[src/hdl/buck_regs_pkg.sv]
// buck_regs_pkg: register map, field positions and voltage constants
// shared by the buck regulator control register bank.
package buck_regs_pkg;

	localparam int ADDR_W = 8;
	localparam int DATA_W = 32;
	localparam int NUM_BUCK = 2;

	// register indices; byte address is four times the index
	localparam logic [5:0] IDX_A_STANDBY = 6'h10;
	localparam logic [5:0] IDX_A_RESERVED = 6'h11;
	localparam logic [5:0] IDX_A_CONTROL = 6'h12;
	localparam logic [5:0] IDX_A_MAIN = 6'h13;
	localparam logic [5:0] IDX_B_STANDBY = 6'h20;
	localparam logic [5:0] IDX_B_RESERVED = 6'h21;
	localparam logic [5:0] IDX_B_CONTROL = 6'h22;
	localparam logic [5:0] IDX_B_MAIN = 6'h23;

	// field positions
	localparam int CODE_MSB = 5;
	localparam int CTRL_ENABLE_BIT = 0;
	localparam int CTRL_PGOOD_BIT = 1;
	localparam int CTRL_FMASK_BIT = 2;
	localparam int MAIN_RANGE_BIT = 6;

	// reset values
	localparam logic [5:0] RST_CODE = 6'h00;
	localparam logic RST_RANGE = 1'b0;
	localparam logic RST_ENABLE = 1'b0;
	localparam logic RST_FMASK = 1'b0;
	localparam logic [7:0] RESERVED_VALUE = 8'h00;

	// voltage decode, millivolts
	localparam int MV_W = 13;
	localparam logic [5:0] CODE_ADJUSTABLE = 6'h00;
	localparam logic [5:0] LOW_FLAT_LAST = 6'h07;
	localparam logic [5:0] LOW_ODD_CODE = 6'h22;
	localparam logic [MV_W-1:0] LOW_BASE_MV = 13'h0320;
	localparam logic [MV_W-1:0] LOW_STEP_MV = 13'h0019;
	localparam logic [MV_W-1:0] LOW_ODD_MV = 13'h05c8;
	localparam logic [MV_W-1:0] HIGH_BASE_MV = 13'h0514;
	localparam logic [MV_W-1:0] HIGH_STEP_MV = 13'h0032;

	// AXI responses
	localparam logic [1:0] RESP_OKAY = 2'b00;
	localparam logic [1:0] RESP_SLVERR = 2'b10;

endpackage

[src/hdl/buck_regulator_control_regs.sv]
// buck_regulator_control_regs: control/status bank for two step-down regulators
// behind an AXI4-Lite slave. Power-good and standby arrive as asynchronous pins.
// Overview of operation
// - buck a standby code, bits 5:0, index 10h
// - buck a main code, bits 5:0, index 13h
// - control: enable, power-good, fault mask
// - fault mask bit gates fault reporting
// - reserved byte and bits are read-only
// - range bit 6: low or high range
// - low range: 0.8 V floor, 25 mV steps
// - code zero selects external adjustable mode
// - buck b same layout at 20h-23h
// - buck b range bit, identical decoding
//
// Local design decision: the AXI4-Lite slave port.
`timescale 1ns/10ps

module buck_regulator_control_regs
	import buck_regs_pkg::*;
(
	input  wire logic                 clk,
	input  wire logic                 rst,
	input  wire logic [ADDR_W-1:0]    s_axi_awaddr,
	input  wire logic                 s_axi_awvalid,
	output logic                      s_axi_awready,
	input  wire logic [DATA_W-1:0]    s_axi_wdata,
	input  wire logic [DATA_W/8-1:0]  s_axi_wstrb,
	input  wire logic                 s_axi_wvalid,
	output logic                      s_axi_wready,
	output logic [1:0]                s_axi_bresp,
	output logic                      s_axi_bvalid,
	input  wire logic                 s_axi_bready,
	input  wire logic [ADDR_W-1:0]    s_axi_araddr,
	input  wire logic                 s_axi_arvalid,
	output logic                      s_axi_arready,
	output logic [DATA_W-1:0]         s_axi_rdata,
	output logic [1:0]                s_axi_rresp,
	output logic                      s_axi_rvalid,
	input  wire logic                 s_axi_rready,
	input  wire logic                 standbyPin,
	input  wire logic [NUM_BUCK-1:0]  powerGoodPin,
	output logic [NUM_BUCK-1:0]       regulatorEnable,
	output logic [NUM_BUCK-1:0]       faultReportMask,
	output logic [NUM_BUCK-1:0]       rangeSelect,
	output logic [NUM_BUCK-1:0]       adjustableMode,
	output logic [5:0]                activeCodeA,
	output logic [5:0]                activeCodeB,
	output logic [MV_W-1:0]           targetMvA,
	output logic [MV_W-1:0]           targetMvB
);

	// decoded access: valid, regulator, register within group
	typedef struct packed {
		logic hit;
		logic buck;
		logic [1:0] sel;
	} decode_t;

	function automatic decode_t decodeAddr(input logic [ADDR_W-1:0] addr);
		decode_t d;
		logic [5:0] idx;
		idx = addr[ADDR_W-1:2];
		d.buck = (idx[5:2] == IDX_B_STANDBY[5:2]);
		d.hit = (idx[5:2] == IDX_A_STANDBY[5:2]) || d.buck;
		d.sel = idx[1:0];
		return d;
	endfunction

	// code and range to target voltage in millivolts
	function automatic logic [MV_W-1:0] codeToMv(input logic [5:0] code, input logic hi);
		logic [MV_W-1:0] c;
		c = {{(MV_W-6){1'b0}}, code};
		if (code == CODE_ADJUSTABLE) begin
			codeToMv = '0;
		end else if (hi) begin
			codeToMv = MV_W'(HIGH_BASE_MV + (c - 13'h0001) * HIGH_STEP_MV);
		end else if (code <= LOW_FLAT_LAST) begin
			codeToMv = LOW_BASE_MV;
		end else if (code == LOW_ODD_CODE) begin
			codeToMv = LOW_ODD_MV;
		end else begin
			codeToMv = MV_W'(LOW_BASE_MV + (c - 13'h0007) * LOW_STEP_MV);
		end
	endfunction

	// ---- pin synchronisers
	logic [2:0] standbySync;
	logic [2:0] pgSyncA;
	logic [2:0] pgSyncB;
	logic standbyLevel;
	logic [NUM_BUCK-1:0] powerGood;
	logic [2:0] next_standbySync;
	logic [2:0] next_pgSyncA;
	logic [2:0] next_pgSyncB;
	logic next_standbyLevel;
	logic [NUM_BUCK-1:0] next_powerGood;

	always_comb begin
		next_standbySync = {standbySync[1:0], standbyPin};
		next_pgSyncA = {pgSyncA[1:0], powerGoodPin[0]};
		next_pgSyncB = {pgSyncB[1:0], powerGoodPin[1]};
		next_standbyLevel = standbyLevel;
		next_powerGood = powerGood;
		if (standbySync[1] == standbySync[2]) begin
			next_standbyLevel = standbySync[2];
		end
		if (pgSyncA[1] == pgSyncA[2]) begin
			next_powerGood[0] = pgSyncA[2];
		end
		if (pgSyncB[1] == pgSyncB[2]) begin
			next_powerGood[1] = pgSyncB[2];
		end
	end

	always_ff @(posedge clk) begin
		if (rst) begin
			standbySync <= 3'h0;
			pgSyncA <= 3'h0;
			pgSyncB <= 3'h0;
			standbyLevel <= 1'b0;
			powerGood <= '0;
		end else begin
			standbySync <= next_standbySync;
			pgSyncA <= next_pgSyncA;
			pgSyncB <= next_pgSyncB;
			standbyLevel <= next_standbyLevel;
			powerGood <= next_powerGood;
		end
	end

	// ---- write channel and register storage
	logic awHeld;
	logic wHeld;
	logic [ADDR_W-1:0] awAddr;
	logic [7:0] wByte;
	logic wLane0;
	logic bValid;
	logic [1:0] bResp;
	logic [5:0] standbyCode [NUM_BUCK];
	logic [5:0] mainCode [NUM_BUCK];
	logic [NUM_BUCK-1:0] rangeSel;
	logic [NUM_BUCK-1:0] enable;
	logic [NUM_BUCK-1:0] fmask;
	logic next_awHeld;
	logic next_wHeld;
	logic [ADDR_W-1:0] next_awAddr;
	logic [7:0] next_wByte;
	logic next_wLane0;
	logic next_bValid;
	logic [1:0] next_bResp;
	logic [5:0] next_standbyCode [NUM_BUCK];
	logic [5:0] next_mainCode [NUM_BUCK];
	logic [NUM_BUCK-1:0] next_rangeSel;
	logic [NUM_BUCK-1:0] next_enable;
	logic [NUM_BUCK-1:0] next_fmask;
	decode_t wDec;

	assign s_axi_awready = !awHeld && !bValid;
	assign s_axi_wready = !wHeld && !bValid;
	assign s_axi_bvalid = bValid;
	assign s_axi_bresp = bResp;

	always_comb begin
		next_awHeld = awHeld;
		next_wHeld = wHeld;
		next_awAddr = awAddr;
		next_wByte = wByte;
		next_wLane0 = wLane0;
		next_bValid = bValid;
		next_bResp = bResp;
		next_standbyCode = standbyCode;
		next_mainCode = mainCode;
		next_rangeSel = rangeSel;
		next_enable = enable;
		next_fmask = fmask;
		wDec = decodeAddr(awAddr);
		if (s_axi_awvalid && s_axi_awready) begin
			next_awHeld = 1'b1;
			next_awAddr = s_axi_awaddr;
		end
		if (s_axi_wvalid && s_axi_wready) begin
			next_wHeld = 1'b1;
			next_wByte = s_axi_wdata[7:0];
			next_wLane0 = s_axi_wstrb[0];
		end
		if (bValid && s_axi_bready) begin
			next_bValid = 1'b0;
		end
		// commit once both halves are held
		if (awHeld && wHeld && !bValid) begin
			next_awHeld = 1'b0;
			next_wHeld = 1'b0;
			next_bValid = 1'b1;
			next_bResp = wDec.hit ? RESP_OKAY : RESP_SLVERR;
			if (wDec.hit && wLane0) begin
				case (wDec.sel)
					IDX_A_STANDBY[1:0]: begin
						next_standbyCode[wDec.buck] = wByte[CODE_MSB:0];
					end
					IDX_A_CONTROL[1:0]: begin
						next_enable[wDec.buck] = wByte[CTRL_ENABLE_BIT];
						next_fmask[wDec.buck] = wByte[CTRL_FMASK_BIT];
					end
					IDX_A_MAIN[1:0]: begin
						next_mainCode[wDec.buck] = wByte[CODE_MSB:0];
						next_rangeSel[wDec.buck] = wByte[MAIN_RANGE_BIT];
					end
					default: begin
						// reserved byte ignores writes
					end
				endcase
			end
		end
	end

	always_ff @(posedge clk) begin
		if (rst) begin
			awHeld <= 1'b0;
			wHeld <= 1'b0;
			awAddr <= '0;
			wByte <= 8'h00;
			wLane0 <= 1'b0;
			bValid <= 1'b0;
			bResp <= RESP_OKAY;
			for (int i = 0; i < NUM_BUCK; i++) begin
				standbyCode[i] <= RST_CODE;
				mainCode[i] <= RST_CODE;
			end
			rangeSel <= {NUM_BUCK{RST_RANGE}};
			enable <= {NUM_BUCK{RST_ENABLE}};
			fmask <= {NUM_BUCK{RST_FMASK}};
		end else begin
			awHeld <= next_awHeld;
			wHeld <= next_wHeld;
			awAddr <= next_awAddr;
			wByte <= next_wByte;
			wLane0 <= next_wLane0;
			bValid <= next_bValid;
			bResp <= next_bResp;
			standbyCode <= next_standbyCode;
			mainCode <= next_mainCode;
			rangeSel <= next_rangeSel;
			enable <= next_enable;
			fmask <= next_fmask;
		end
	end

	// ---- read channel
	logic rValid;
	logic [7:0] rByte;
	logic [1:0] rResp;
	logic next_rValid;
	logic [7:0] next_rByte;
	logic [1:0] next_rResp;
	decode_t rDec;

	assign s_axi_arready = !rValid;
	assign s_axi_rvalid = rValid;
	assign s_axi_rresp = rResp;
	assign s_axi_rdata = {{(DATA_W-8){1'b0}}, rByte};

	always_comb begin
		next_rValid = rValid;
		next_rByte = rByte;
		next_rResp = rResp;
		rDec = decodeAddr(s_axi_araddr);
		if (rValid && s_axi_rready) begin
			next_rValid = 1'b0;
		end
		if (s_axi_arvalid && s_axi_arready) begin
			next_rValid = 1'b1;
			next_rResp = rDec.hit ? RESP_OKAY : RESP_SLVERR;
			next_rByte = 8'h00;
			if (rDec.hit) begin
				case (rDec.sel)
					IDX_A_STANDBY[1:0]: begin
						next_rByte[CODE_MSB:0] = standbyCode[rDec.buck];
					end
					IDX_A_CONTROL[1:0]: begin
						next_rByte[CTRL_ENABLE_BIT] = enable[rDec.buck];
						next_rByte[CTRL_PGOOD_BIT] = powerGood[rDec.buck];
						next_rByte[CTRL_FMASK_BIT] = fmask[rDec.buck];
					end
					IDX_A_MAIN[1:0]: begin
						next_rByte[CODE_MSB:0] = mainCode[rDec.buck];
						next_rByte[MAIN_RANGE_BIT] = rangeSel[rDec.buck];
					end
					default: begin
						next_rByte = RESERVED_VALUE;
					end
				endcase
			end
		end
	end

	always_ff @(posedge clk) begin
		if (rst) begin
			rValid <= 1'b0;
			rByte <= 8'h00;
			rResp <= RESP_OKAY;
		end else begin
			rValid <= next_rValid;
			rByte <= next_rByte;
			rResp <= next_rResp;
		end
	end

	// ---- regulator side outputs
	// the host must keep the target inside the present range before
	// flipping range; the bank applies a range change at once
	logic [5:0] next_activeCodeA;
	logic [5:0] next_activeCodeB;
	logic [MV_W-1:0] next_targetMvA;
	logic [MV_W-1:0] next_targetMvB;
	logic [NUM_BUCK-1:0] next_adjustableMode;

	always_comb begin
		next_activeCodeA = standbyLevel ? standbyCode[0] : mainCode[0];
		next_activeCodeB = standbyLevel ? standbyCode[1] : mainCode[1];
		next_targetMvA = codeToMv(next_activeCodeA, rangeSel[0]);
		next_targetMvB = codeToMv(next_activeCodeB, rangeSel[1]);
		next_adjustableMode[0] = (next_activeCodeA == CODE_ADJUSTABLE);
		next_adjustableMode[1] = (next_activeCodeB == CODE_ADJUSTABLE);
	end

	always_ff @(posedge clk) begin
		if (rst) begin
			activeCodeA <= RST_CODE;
			activeCodeB <= RST_CODE;
			targetMvA <= '0;
			targetMvB <= '0;
			adjustableMode <= '0;
			regulatorEnable <= '0;
			faultReportMask <= '0;
			rangeSelect <= '0;
		end else begin
			activeCodeA <= next_activeCodeA;
			activeCodeB <= next_activeCodeB;
			targetMvA <= next_targetMvA;
			targetMvB <= next_targetMvB;
			adjustableMode <= next_adjustableMode;
			regulatorEnable <= enable;
			faultReportMask <= fmask;
			rangeSelect <= rangeSel;
		end
	end

endmodule

[config.mk]
export PLATFORM = sky130hd
export DESIGN_NAME = buck_regulator_control_regs
export DESIGN_NICKNAME = d
export VERILOG_FILES = /design/src/hdl/buck_regs_pkg.sv /design/src/hdl/buck_regulator_control_regs.sv
export SDC_FILE = /design/constraint.sdc
export NUM_CORES = 1
export LEC_CHECK = 0
export ABC_AREA = 1
export BUFFER_PORTS_ARGS = -buffer_cell sky130_fd_sc_hd__buf_2
export CAP_MARGIN = 10
export CELL_PAD_IN_SITES_DETAIL_PLACEMENT = 0
export CELL_PAD_IN_SITES_GLOBAL_PLACEMENT = 1
export CORE_MARGIN = 4
export CORE_UTILIZATION = 40
export DETAILED_ROUTE_END_ITERATION = 16
export PLACE_DENSITY_LB_ADDON = 0.1
export SETUP_SLACK_MARGIN = 0.3
export SLEW_MARGIN = 20
export SYNTH_ARGS = -nofsm -noshare
export SYNTH_HDL_FRONTEND = slang
export SYNTH_SLANG_ARGS = --single-unit
[constraint.sdc]
create_clock -name clk -period 5.3 [get_ports clk]
set_input_delay 1.06 -clock clk [delete_from_list [all_inputs] [get_ports clk]]
set_output_delay 1.06 -clock clk [all_outputs]
set_load 0.01 [all_outputs]
Yosys cells after proc, flatten, opt, wreduce, memory -nomap -nowiden
Index checks and enable logic that the tools add are counted.

Add/subtract/negate cells: 8. Multipliers: 4. Order comparisons: 8. Equality and inequality tests: 13. Mux-type cells: 41. Bitwise gates (word level): 2. Reduce and logical (&&, ||, !) cells: 30.

Operators with widths (number): two-way mux 13 bit (6); two-way mux 6 bit (9); adder 10 x 13 -> 13 bit, first input constant (2); adder 11 x 13 -> 13 bit, first input constant (2); multiplier 13 x 5 -> 12 bit, second input constant (2); multiplier 7 x 6 -> 13 bit, second input constant (2); bitwise mux 12 bit (2); two-way mux 1 bit (14); subtractor 6 x 1 -> 7 bit, second input constant (2); subtractor 6 x 3 -> 7 bit, second input constant (2); equality test 6 bit, second input constant (2); <= comparator 6 x 3 -> 1 bit, second input constant (2); logical AND 1 bit (12); zero test 6 bit (2); one-hot mux 3 bit (3 select lines) (1); AND reduction 3 bit (3); equality test 2 bit, second input constant (4); equality test 4 x 3 -> 1 bit, second input constant (2); equality test 4 bit, second input constant (2); two-way mux 7 bit (1); bitwise mux 2 bit (3); demux 6 bit (select 1 bit) (1); one-hot mux 3 bit (2 select lines) (1); OR reduction 2 bit (3); 12 further kinds (24).

Register bits: 120. Input port bits: 62. Output and inout port bits: 87.

Depth between registers and ports, before layout
Gate-level depths: netlist of the first run.

Depth in word-level cells: 7. Depth in mapped cells: 29. Gate-level depth less buffers: 28.

Worst setup path before layout of the first run
OpenSTA, ideal clock, no wires.

Path kind: register to register. Start: register standbyLevel. End: register targetMvB[11]. Setup time: 0.070 ns. Arrival: 4.590 ns. Data required time: 5.230 ns. Path slack: 0.640 ns. Stages on the path, launching flop included: 26. Clock period less this slack: 4.660 ns. Cells stage by stage: dfxtp_1 -> buf_2 -> nand2_1 -> nand2_2 -> inv_1 -> ha_1 -> inv_1 -> nor2_1 -> inv_1 -> nand2_1 -> xor2_1 -> inv_1 -> ha_1 -> fa_1 -> ha_1 -> fa_1 -> ha_1 -> a21oi_1 -> inv_1 -> a31oi_1 -> nor2_1 -> o21ai_0 -> nand2_1 -> a21oi_1 -> o21ai_1 -> a21oi_1.

Word-level cells in the longest chain between the ends: 7. Elaborated cells on any way between the ends: 14.

Ends and longest elaborated chain: start, declared (line buck_regulator_control_regs.sv:90) `logic standbyLevel;`; start signal, assigned (line buck_regulator_control_regs.sv:126) `standbyLevel <= next_standbyLevel;`; two-way mux 6 bit * (line buck_regulator_control_regs.sv:319) `next_activeCodeB = standbyLevel ? standbyCode[1] : mainCode[1];`; named net next_activeCodeB[0] (line buck_regulator_control_regs.sv:312) `logic [5:0] next_activeCodeB;`; branches (longest 6 deep; another with multiplier 13 x 5 -> 12 bit); end signal, assigned (line buck_regulator_control_regs.sv:340) `targetMvB <= next_targetMvB;`; end, declared (line buck_regulator_control_regs.sv:49) `output logic [MV_W-1:0] targetMvB`.

Mark *: on every way through the listed nets, which the timed path passes. A chain may end at the register's enable or synchronous reset.

Final worst setup path of the first run
Same ends and word-level chain as after synthesis.

==> summary.md, run 1 <==
| Metric | Value |
|---|---|
| Leakage | `0.00479 uW` |
| Max Slew Vio Count | `0` |
| Clk pin slew, worst setup/hold paths | `0.06 ns` |
| Highest clock rate | `217 MHz` |
| Main combinational cell family by area after synthesis | `adder cells` |
| Largest fanout on the critical path | `8` |
| Ratio of final minimum period to clock period | `0.868` |
| Met2 routed WL | `8.50 mm` |
| Combinational cell fraction of total power | `0.088` |
| WP data required | `5.64 ns` |
| Antenna cell count | `0` |
| Largest net degree at the start of global routing | `50` |
| Initial Utilization | `0.413` |
| Post-synthesis simple-gate area fraction | `0.171` |
| Internal | `1610 uW` |
| WL final | `18.7 mm` |
| Power per cell area | `241 nW/um^2` |
| HP Class | `reg2reg` |
| Cells after Synth | `1034` |
| Hold_sp | `pgSyncA[0]` |
| Setup TNS Final | `0 ns` |
| Slew @ Worst Pin | `0.585 ns` |
| CTS tree | `built` |
| Adder-Cell Fraction of Synth Area | `0.222` |
| Antenna viol nets, final | `0` |
| Worst path slowest cell | `fa_1` |
| Hold Path End | `pgSyncA[1]` |
| Die height | `148 um` |
| Post-CTS Hold Buffers | `0` |
| Met3 WL | `563 um` |
| Core area | `19000 um^2` |
| Final setup violation count | `0` |
| Htree depth | `4` |
| Share of layout cells above drive strength 1 | `0.150` |
| Commonest non-fill, non-tap cell in the layout | `inv_1` |
| Post-synthesis mux area share | `0` |
| FF-to-FF path depth | `25` |
| Max Cap Viol | `0` |
| Yosys cell types | `43` |
| Critical path arrival | `4.94 ns` |
| Crit. End Element | `flop` |
| RR Endpoint | `targetMvB[11]` |
| Clk root buf | `clkbuf_16` |
| Gr ovfl total | `0` |
| Layout Area Growth over Synthesis | `16.5%` |
| Initial antenna violation count | `0` |
| Longest Clk Path Bufs | `2` |
| Drt drc | `0` |
| Hold WS | `0.398 ns` |
| Yosys warns | `0` |
| Layout Nets | `1321` |
| Post-Synth XOR/XNOR Area | `0.0323` |
| CP peak stage delay | `0.46 ns` |
| Commonest non-fill, non-tap cells in the layout | `inv_1, nand2_1, dfxtp_1, nor2_1, ha_1` |
| Via count of the first global-routing pass | `6353` |
| Buffers & Inverters on Critical Path | `6` |
| Vias | `6501` |
| TritonCTS Buffers | `17` |
| Vias per cell | `4.62` |
| Switching pwr | `596 uW` |
| Clock Sink Count | `115` |
| Sw frac | `0.271` |
| First-pass GRT wire length | `31.3 mm` |
| FP Rows | `50` |
| R2r setup slk | `0.70 ns` |
| Cell depth of the worst min-delay path | `2` |
| Port-buffer cells | `89` |
| Final Hold Violating Endpoints | `0` |
| Mapped Area | `7850 um^2` |
| Reg power frac | `0.407` |
| Synth Area in Compound Gates | `0.151` |
| Crit path kind | `reg2reg` |
| Clock skew | `0.00994 ns` |
| Worst-skew pair later-pin latency | `0.42 ns` |
| Final core occ | `0.481` |
| First drt pass iteration count | `6` |
| Worst setup SP type | `flop` |
| Avg Inst Size Synth | `7.59 um^2` |
| Dpl hpwl | `14.6 mm` |
| Max layer used | `met4` |
| WL met1 | `9.29 mm` |
| Maximum vdd drop | `0.000221 V` |
| Relative slew margins | `0.610` |
| Pre-CTS setup slack | `0.330 ns` |
| Final min period | `4.60 ns` |
| #FFs+latches synth | `115` |
| Post-DR wirelength/cell | `13.2 um` |
| Die Span X | `148 um` |
| Aggregate global-route resource usage | `0.177` |
| Seq/Total Area, Yosys | `0.293` |
| Final GP Congestion | `0.801` |
| CP top delay family | `adder cells` |
| Most used cell, CP | `inv_1` |
| Ports | `149` |
| Worst R2R Start | `standbyLevel` |
| Status | `finished clean` |
| Worst setup margin | `0.698 ns` |
| Clock share of power | `0.505` |
| Drt initial violations | `236` |
| Die Footprint | `21900 um^2` |
| Unrepaired setup endpoints after global routing | `false` |
-- flip-flops by register name, indices dropped and copies added (netlist names), 6 cells and up --
| name | count |
|---|---|
| activeCodeB | 6 |
| rByte | 7 |
| activeCodeA | 6 |
| targetMvB | 13 |
| standbyCode | 12 |
| wByte | 7 |
| awAddr | 6 |
| mainCode | 12 |
| targetMvA | 13 |
-- cells in the mapped netlist --
cell / instances / area, um^2
nand3_1: 39 / 195
nor2_1: 105 / 394
nand2_1: 134 / 503
dfxtp_1: 115 / 2300
nand4_2: 2 / 25.0
o21ai_2: 4 / 35.0
inv_2: 5 / 18.8
buf_2: 3 / 15.0
inv_1: 187 / 702
a32oi_1: 1 / 8.76
nor2_2: 3 / 18.8
o21ai_0: 81 / 405
nand3b_1: 2 / 15.0
nand2_2: 5 / 31.3
nor3_1: 2 / 10.0
a21oi_4: 2 / 32.5
ha_1: 98 / 1230
nand4_1: 10 / 62.6
nor3_2: 1 / 10.0
buf_1: 2 / 7.51
o21a_1: 2 / 15.0
a31o_2: 1 / 8.76
xor2_1: 25 / 219
a311oi_1: 2 / 17.5
clkbuf_1: 15 / 56.3
o21ai_1: 5 / 25.0
o32ai_1: 3 / 26.3
nor3_4: 2 / 32.5
or2_2: 5 / 31.3
a21o_1: 4 / 30.0
a21oi_1: 90 / 450
fa_1: 26 / 521
clkinv_1: 1 / 3.75
xnor2_1: 4 / 35.0
o211ai_1: 2 / 15.0
buf_6: 1 / 11.3
a221oi_1: 1 / 8.76
a31oi_1: 3 / 18.8
nor3b_2: 1 / 12.5
o31ai_1: 3 / 22.5
conb_1: 1 / 3.75
a211oi_1: 9 / 67.6
buf_4: 27 / 203
-- metrics by stage --
stage | cell area (um^2) | power [uW] | std cells
final | 9150 | 2200 | 1408
after global routing | 9150 | 2310 | 1408
after CTS | 9110 | 2230 | 1406
after detailed placement | 8530 | 1110 | 1374
after global placement | 8530 | 1110 | 1374
after floorplan | 7950 | 1070 | 1060
-- how the worst max path moves through the flow --
stage,start,to,slack [ns],depth (start not counted)
6_report,standbyLevel,targetMvB[11],0.70,25
5_1_grt,standbyLevel,targetMvA[12],0.33,23
4_1_cts,standbyLevel,targetMvA[12],0.38,23
3_5_place_dp,standbyLevel,targetMvA[12],0.33,24
3_3_place_gp,standbyLevel,targetMvA[12],0.36,24
2_1_floorplan,standbyLevel,targetMvB[11],0.64,25
-- timing repair --
item                                    CTS  global route
endpoints found under the hold margin     0             0
pin swaps                                 0             1
endpoints found under the setup margin    1             6
setup buffers                             0             2
resized for setup                         1             7
-- cells by family (layout without fill, tap and decap cells) --
group	count (synthesis)	count (layout)
AND/OR/NAND/NOR	311	311
buffers and inverters	241	329
AO/OA/AOI/OAI	213	213
adder cells (fa/ha/maj)	124	124
flip-flops	115	115
XOR/XNOR	29	29
other	1	27
-- metal layers --
metal | track usage | up-vias
met5 | 0 | -
met4 | 0.0573 | 0
met3 | 0.0262 | 18
met2 | 0.289 | 104
met1 | 0.242 | 2913
li1 | - | 3466
-- cell type report --
cell class,instances,area (um^2)
fill,2006,9870
clock buffer,17,425
tap,260,325
inverter,193,724
multi-input combinational,704,4650
sequential,115,2310
timing repair buffer,104,562
clock inverter,15,150
-- worst reg2reg max path, delay by kind of cell (launching register included) --
kind | cells | cell delay, ns
fa+ha+maj | 6 | 2.04
flops | 1 | 0.38
compound gates | 6 | 0.92
xor+xnor | 1 | 0.20
buf+inv | 6 | 0.55
simple gates | 6 | 0.42
-- power groups by stage --
stage                     combinational [uW]  sequential, uW  clock, uW
after detailed placement                 196             916          0
after CTS                                197             897       1140
final                                    195             897       1110
after global routing                     227             899       1180
after global placement                   194             916          0
after floorplan                          160             913          0
Note: power is estimated with default switching activity, not from simulation.
==> run 2, diff against run 1 <==
--- a/config.mk
+++ b/config.mk
@@ -11,7 +11,7 @@
 export CELL_PAD_IN_SITES_DETAIL_PLACEMENT = 0
 export CELL_PAD_IN_SITES_GLOBAL_PLACEMENT = 1
 export CORE_MARGIN = 4
-export CORE_UTILIZATION = 40
+export CORE_UTILIZATION = 41
 export DETAILED_ROUTE_END_ITERATION = 16
 export PLACE_DENSITY_LB_ADDON = 0.1
 export SETUP_SLACK_MARGIN = 0.3
==> run 2 against run 1 <==
Compared with the run above: clock skew increased by 0.0034 ns; via count increased by 0.82%; non-clock buffer count did not move; sequential power barely moved; count of clock-buffer cells in the layout is 1 higher; sequential share of layout area decreased by 0.13 points; core utilization rose by 0.85 points; final cell count is 1.8% lower; critical path depth unchanged; critical path type unchanged; critical endpoint is now targetMvA[12]; largest cell class unchanged; highest routed layer unchanged.
==> summary.md, run 2 (synthesized netlist as in run 1, its figures left out) <==
| Metric | Value |
|---|---|
| Largest net degree at the start of global routing | `50 (unchanged)` |
| Unrepaired setup endpoints after global routing | `false` |
| Antenna cell count | `0 (unchanged)` |
| Drt initial violations | `305 (+29%)` |
| Gr ovfl total | `0 (unchanged)` |
| Clk pin slew, worst setup/hold paths | `0.06 ns (about the same)` |
| First-pass GRT wire length | `31.1 mm (-0.70%)` |
| Crit. End Element | `flop` |
| First drt pass iteration count | `6 (unchanged)` |
| Clock Sink Count | `115 (unchanged)` |
| Combinational cell fraction of total power | `0.083 (-0.005)` |
| Leakage | `0.00483 uW (+0.73%)` |
| Die height | `146 um (-1.2%)` |
| Longest Clk Path Bufs | `2 (unchanged)` |
| Status | `finished clean` |
| Ports | `149 (unchanged)` |
| Initial Utilization | `0.418 (+0.00551)` |
| FP Rows | `50 (unchanged)` |
| Layout Nets | `1321 (unchanged)` |
| HP Class | `reg2reg` |
| Maximum vdd drop | `0.000222 V (+0.66%)` |
| Largest fanout on the critical path | `19 (+11)` |
| Post-DR wirelength/cell | `13.5 um (+2.2%)` |
| Post-CTS Hold Buffers | `0 (unchanged)` |
| Final GP Congestion | `0.806 (+0.55%)` |
| WP data required | `5.62 ns (-0.02 ns)` |
| Ratio of final minimum period to clock period | `0.855 (-0.0133)` |
| TritonCTS Buffers | `17 (unchanged)` |
| Slew @ Worst Pin | `0.586 ns (+0.000305 ns)` |
| Die Footprint | `21400 um^2 (-2.3%)` |
| Commonest non-fill, non-tap cell in the layout | `inv_1` |
| Drt drc | `0 (unchanged)` |
| Initial antenna violation count | `0 (unchanged)` |
| CP peak stage delay | `0.53 ns (+0.07 ns)` |
| Buffers & Inverters on Critical Path | `6 (unchanged)` |
| Commonest non-fill, non-tap cells in the layout | `inv_1, nand2_1, dfxtp_1, nor2_1, ha_1` |
| Highest clock rate | `221 MHz (+1.6%)` |
| Reg power frac | `0.384 (-0.023)` |
| Clock share of power | `0.532 (+0.027)` |
| Crit path kind | `reg2reg` |
| Share of layout cells above drive strength 1 | `0.150 (unchanged)` |
| Clock skew | `0.0134 ns (+0.00343 ns)` |
| CP top delay family | `adder cells` |
| Clk root buf | `clkbuf_16` |
| Internal | `1720 uW (+7.0%)` |
| Antenna viol nets, final | `0 (unchanged)` |
| Sw frac | `0.263 (-0.00740)` |
| Via count of the first global-routing pass | `6285 (-1.1%)` |
| Core area | `18800 um^2 (-1.3%)` |
| Aggregate global-route resource usage | `0.179 (+0.00187)` |
| Dpl hpwl | `14.5 mm (-0.30%)` |
| Relative slew margins | `0.609 (-0.00130)` |
| Final Hold Violating Endpoints | `0 (unchanged)` |
| Vias per cell | `4.74 (+2.7%)` |
| CTS tree | `built` |
| Max Cap Viol | `0 (unchanged)` |
| Max Slew Vio Count | `0 (unchanged)` |
| Die Span X | `146 um (-1.2%)` |
| Worst-skew pair later-pin latency | `0.43 ns (about the same)` |
| WL final | `18.7 mm (+0.31%)` |
| Power per cell area | `254 nW/um^2 (+5.5%)` |
| Switching pwr | `614 uW (+3.0%)` |
| Layout fillers | `1893 (-5.6%)` |
| Critical path arrival | `4.85 ns (-0.09 ns)` |
| Layout Area Growth over Synthesis | `17.0%` |
| Port-buffer cells | `89 (unchanged)` |
| Final core occ | `0.489 (+0.00848)` |
| Htree depth | `4 (unchanged)` |
| Biggest regs | `targetMvA (13), targetMvB (13)` |
| Vias | `6554 (+0.82%)` |
| Final min period | `4.53 ns (-0.0707 ns)` |
| Final setup violation count | `0 (unchanged)` |
| Setup TNS Final | `0 ns (unchanged)` |
| Worst path slowest cell | `fa_1` |
| Worst setup SP type | `flop` |
-- run 2: cell count changes in the layout (fill, tap and decap cells not counted), sizes merged --
| cell | change |
|---|---|
| clkbuf | +1 |
| clkinvlp | -3 |
| bufinv | +2 |
-- run 2: final timing paths --
path / cells after the start / slack [ns] / endpoint / start
max: 25 / 0.77 / targetMvA[12] / standbyLevel
min: 2 / 0.40 / pgSyncA[1] / pgSyncA[0]
max reg2reg: 25 / 0.77 / targetMvA[12] / standbyLevel
min reg2reg: 2 / 0.40 / pgSyncA[1] / pgSyncA[0]
-- run 2: power by group through the flow --
stage	clock [uW]	sequential [uW]	combinational [uW]
6_report	1240	897	194
4_1_cts	1270	897	196
3_5_place_dp	0	916	194
2_1_floorplan	0	913	160
3_3_place_gp	0	916	194
5_1_grt	1300	899	227
-- run 2: timing repair --
item | in CTS | in global routing
endpoints found under the setup margin | 0 | 5
setup buffers | 0 | 1
resized for setup | 0 | 9
-- run 2: area by class of cell --
class                           instances  area, um^2  share of cell area
Inverter                              193         724              0.0789
Multi-Input combinational cell        704        4660               0.508
Timing Repair Buffer                  104         571              0.0621
Clock inverter                         14         193              0.0210
Tap cell                              234         293              0.0319
Sequential cell                       115        2300               0.251
Clock buffer                           18         439              0.0478
-- run 2: through the flow --
stage | power (uW) | hold WS [ns] | cells | cell area [um^2] | worst slack, ns
3_3_place_gp | 1110 | 0.390 | 1349 | 8500 | 0.384
3_5_place_dp | 1110 | 0.396 | 1349 | 8500 | 0.436
6_report | 2330 | 0.403 | 1382 | 9190 | 0.769
2_1_floorplan | 1070 | 0.388 | 1060 | 7950 | 0.640
5_1_grt | 2430 | 0.425 | 1382 | 9190 | 0.332
4_1_cts | 2360 | 0.406 | 1381 | 9130 | 0.388
-- run 2: worst register-to-register path, cell delays in order, from the launching register on --
cell and delay (ns):
dfxtp_2 0.40, buf_12 0.18, nand2_1 0.10, o21ai_2 0.09, ha_1 0.17, inv_1 0.07, nor2_2 0.15, inv_1 0.07
nand2_1 0.12, inv_1 0.08, ha_1 0.27, inv_1 0.05, fa_1 0.53, inv_1 0.04, ha_1 0.28, ha_1 0.30
ha_1 0.23, fa_1 0.41, a21oi_1 0.16, o21ai_0 0.14, a21oi_1 0.15, nor2_1 0.05, nor2_1 0.12, a21oi_1 0.08
o21ai_1 0.13, nand2_1 0.07
-- run 2: metal layers --
metal  GRT usage  share of wire
met5           0              0
met4      0.0466         0.0071
met3      0.0338          0.045
met2       0.297           0.47
met1       0.240           0.48
==> run 3, diff against run 2 <==
--- a/config.mk
+++ b/config.mk
@@ -8,12 +8,10 @@
 export ABC_AREA = 1
 export BUFFER_PORTS_ARGS = -buffer_cell sky130_fd_sc_hd__buf_2
 export CAP_MARGIN = 10
-export CELL_PAD_IN_SITES_DETAIL_PLACEMENT = 0
-export CELL_PAD_IN_SITES_GLOBAL_PLACEMENT = 1
 export CORE_MARGIN = 4
-export CORE_UTILIZATION = 41
+export CORE_UTILIZATION = 57
 export DETAILED_ROUTE_END_ITERATION = 16
-export PLACE_DENSITY_LB_ADDON = 0.1
+export PLACE_DENSITY = 0.82
 export SETUP_SLACK_MARGIN = 0.3
 export SLEW_MARGIN = 20
 export SYNTH_ARGS = -nofsm -noshare
==> constraint.sdc (replaced) <==
create_clock -name clk -period 5.3 [get_ports clk]
set_input_delay 0.53 -clock clk [delete_from_list [all_inputs] [get_ports clk]]
set_output_delay 0.53 -clock clk [all_outputs]
set_load 0.01 [all_outputs]
==> run 3 against run 2 <==
Compared with the run above: clock skew decreased by 0.0045 ns; non-clock buffer count decreased by 9; global-route usage increased by 4.8 points; highest routed layer unchanged; largest cell class unchanged.
==> summary.md, run 3 (synthesized netlist as in run 1, its figures left out) <==
| Metric | Value |
|---|---|
| Longest Clk Path Bufs | `2 (unchanged)` |
| Highest clock rate | `213 MHz (-3.3%)` |
| Clock skew | `0.00889 ns (-0.00447 ns)` |
| Clk pin slew, worst setup/hold paths | `0.05 ns (about the same)` |
| Unrepaired setup endpoints after global routing | `false` |
| Gr ovfl total | `0 (unchanged)` |
| Maximum vdd drop | `0.000222 V (+0.13%)` |
| Via count of the first global-routing pass | `6560 (+4.4%)` |
| Reg power frac | `0.423 (+0.039)` |
| Clock share of power | `0.486 (-0.046)` |
| Die Footprint | `15700 um^2 (-27%)` |
| Vias | `6872 (+4.9%)` |
| Slew @ Worst Pin | `0.947 ns (+0.362 ns)` |
| Layout Area Growth over Synthesis | `14.1%` |
| Post-CTS Hold Buffers | `0 (unchanged)` |
| Layout Nets | `1312 (-0.68%)` |
| FP Rows | `42 (-16%)` |
| Commonest non-fill, non-tap cell in the layout | `inv_1` |
| Aggregate global-route resource usage | `0.227 (+0.0484)` |
| Hold WS | `0.308 ns (-0.0948 ns)` |
| Port-buffer cells | `89 (unchanged)` |
| RR Endpoint | `targetMvB[11]` |
| Power per cell area | `237 nW/um^2 (-6.8%)` |
| Setup TNS Final | `0 ns (unchanged)` |
| Crit path kind | `reg2reg` |
| Max Cap Viol | `0 (unchanged)` |
| Drt initial violations | `500 (+64%)` |
| Dpl hpwl | `13.2 mm (-9.4%)` |
| Combinational cell fraction of total power | `0.091 (+0.008)` |
| Initial Utilization | `0.588 (+0.170)` |
| Sw frac | `0.264 (+0.000686)` |
| First-pass GRT wire length | `29.7 mm (-4.4%)` |
| Switching pwr | `560 uW (-8.9%)` |
| Max Slew Vio Count | `0 (unchanged)` |
| Htree depth | `4 (unchanged)` |
| Internal | `1560 uW (-9.2%)` |
| Crit. End Element | `flop` |
| First drt pass iteration count | `8 (+2)` |
| Drt drc | `0 (unchanged)` |
| Share of layout cells above drive strength 1 | `0.141 (-0.00847)` |
| Hold_sp | `powerGoodPin[1]` |
| WL final | `17.7 mm (-5.4%)` |
| Critical path arrival | `5.02 ns (+0.17 ns)` |
| WP data required | `5.64 ns (+0.02 ns)` |
| Final min period | `4.68 ns (+0.154 ns)` |
| Vias per cell | `5.23 (+10%)` |
| Post-DR wirelength/cell | `13.5 um (-0.53%)` |
| Clock Sink Count | `115 (unchanged)` |
| Leakage | `0.00474 uW (-1.9%)` |
| Clk root buf | `clkbuf_16` |
| Biggest regs | `targetMvA (13), targetMvB (13)` |
| Relative slew margins | `0.368 (-0.240)` |
| Largest fanout on the critical path | `20 (+1)` |
| FF-to-FF path depth | `25 (unchanged)` |
| Commonest non-fill, non-tap cells in the layout | `inv_1, nand2_1, dfxtp_1, nor2_1, ha_1` |
| Die Span X | `125 um (-14%)` |
| Status | `finished clean` |
| Largest net degree at the start of global routing | `51 (+2.0%)` |
| Initial antenna violation count | `0 (unchanged)` |
| Ports | `149 (unchanged)` |
| Worst-skew pair later-pin latency | `0.42 ns (about the same)` |
| R2r setup slk | `0.62 ns (-0.15 ns)` |
| HP Class | `in2reg` |
| TritonCTS Buffers | `17 (unchanged)` |
| Worst setup SP type | `flop` |
| Final GP Congestion | `0.871 (+8.1%)` |
| Ratio of final minimum period to clock period | `0.884 (+0.0290)` |
| Final Hold Violating Endpoints | `0 (unchanged)` |
| Antenna viol nets, final | `0 (unchanged)` |
| Final setup violation count | `0 (unchanged)` |
| Core area | `13300 um^2 (-29%)` |
| Cell depth of the worst min-delay path | `3 (+1)` |
| CTS tree | `built` |
| Die height | `125 um (-14%)` |
| Antenna cell count | `0 (unchanged)` |
| Worst R2R Start | `standbyLevel` |
| Hold Path End | `pgSyncB[0]` |
run 3: worst max-delay path, stage by stage, from the launching register on:
cell,delay (ns)
dfxtp_2,0.38
buf_12,0.17
nand2_1,0.10
nand2_4,0.15
inv_1,0.08
ha_1,0.18
inv_1,0.12
nor2_2,0.07
inv_1,0.08
nand2_1,0.06
xor2_1,0.18
inv_1,0.11
ha_1,0.32
fa_1,0.40
ha_1,0.31
fa_1,0.57
ha_4,0.23
a21oi_1,0.15
inv_1,0.07
a31oi_2,0.20
nor2_1,0.06
o21ai_0,0.14
nand2_1,0.08
a21oi_1,0.13
o21ai_1,0.10
a21oi_1,0.14
run 3: cell type report:
| cell class | count | area (um^2) |
|---|---|---|
| Inverter | 193 | 724 |
| Clock inverter | 11 | 81.3 |
| Multi-Input combinational cell | 704 | 4680 |
| Timing Repair Buffer | 95 | 503 |
| Tap cell | 176 | 220 |
| Clock buffer | 21 | 450 |
| Sequential cell | 115 | 2300 |
| Fill cell | 1112 | 4390 |
run 3: metal layers:
metal | GRT usage | share of wire | routed length [um] | up-vias
met5 | 0 | 0 | 0 | -
met4 | 0.0950 | 0.027 | 481 | 0
met3 | 0.0499 | 0.061 | 1090 | 46
met2 | 0.385 | 0.48 | 8580 | 236
met1 | 0.280 | 0.43 | 7560 | 3141
li1 | - | - | - | 3449
run 3: worst max-delay path by stage:
stage | from | endpoint | slack (ns) | cells past startpoint
6_report | standbyLevel | targetMvB[11] | 0.62 | 25
5_1_grt | standbyLevel | targetMvB[11] | 0.25 | 25
4_1_cts | standbyLevel | targetMvB[11] | 0.39 | 25
3_5_place_dp | standbyLevel | targetMvB[11] | 0.44 | 25
3_3_place_gp | standbyLevel | targetMvB[11] | 0.56 | 25
2_1_floorplan | standbyLevel | targetMvB[11] | 0.64 | 25
run 3: power groups by stage:
stage / Clock, uW / Combinational [uW] / Sequential, uW
finish: 1030 / 194 / 898
global route: 1090 / 225 / 900
CTS: 1040 / 192 / 898
detailed placement: 0 / 190 / 916
global placement: 0 / 185 / 915
floorplan: 0 / 160 / 913
run 3: repair_timing:
action	in CTS	in global routing
buffers inserted	0	0
endpoints found under the setup margin	0	6
gates resized for setup	0	12
run 3: stage by stage:
stage                util  power, uW  std cells  setup slack (ns)  cell area, um^2
floorplan               -       1070       1060             0.640             7950
finish              0.671       2120       1315             0.615             8960
detailed placement  0.627       1110       1283             0.442             8370
global placement    0.627       1100       1283             0.563             8370
CTS                 0.667       2130       1315             0.393             8900
global route        0.671       2210       1315             0.248             8960
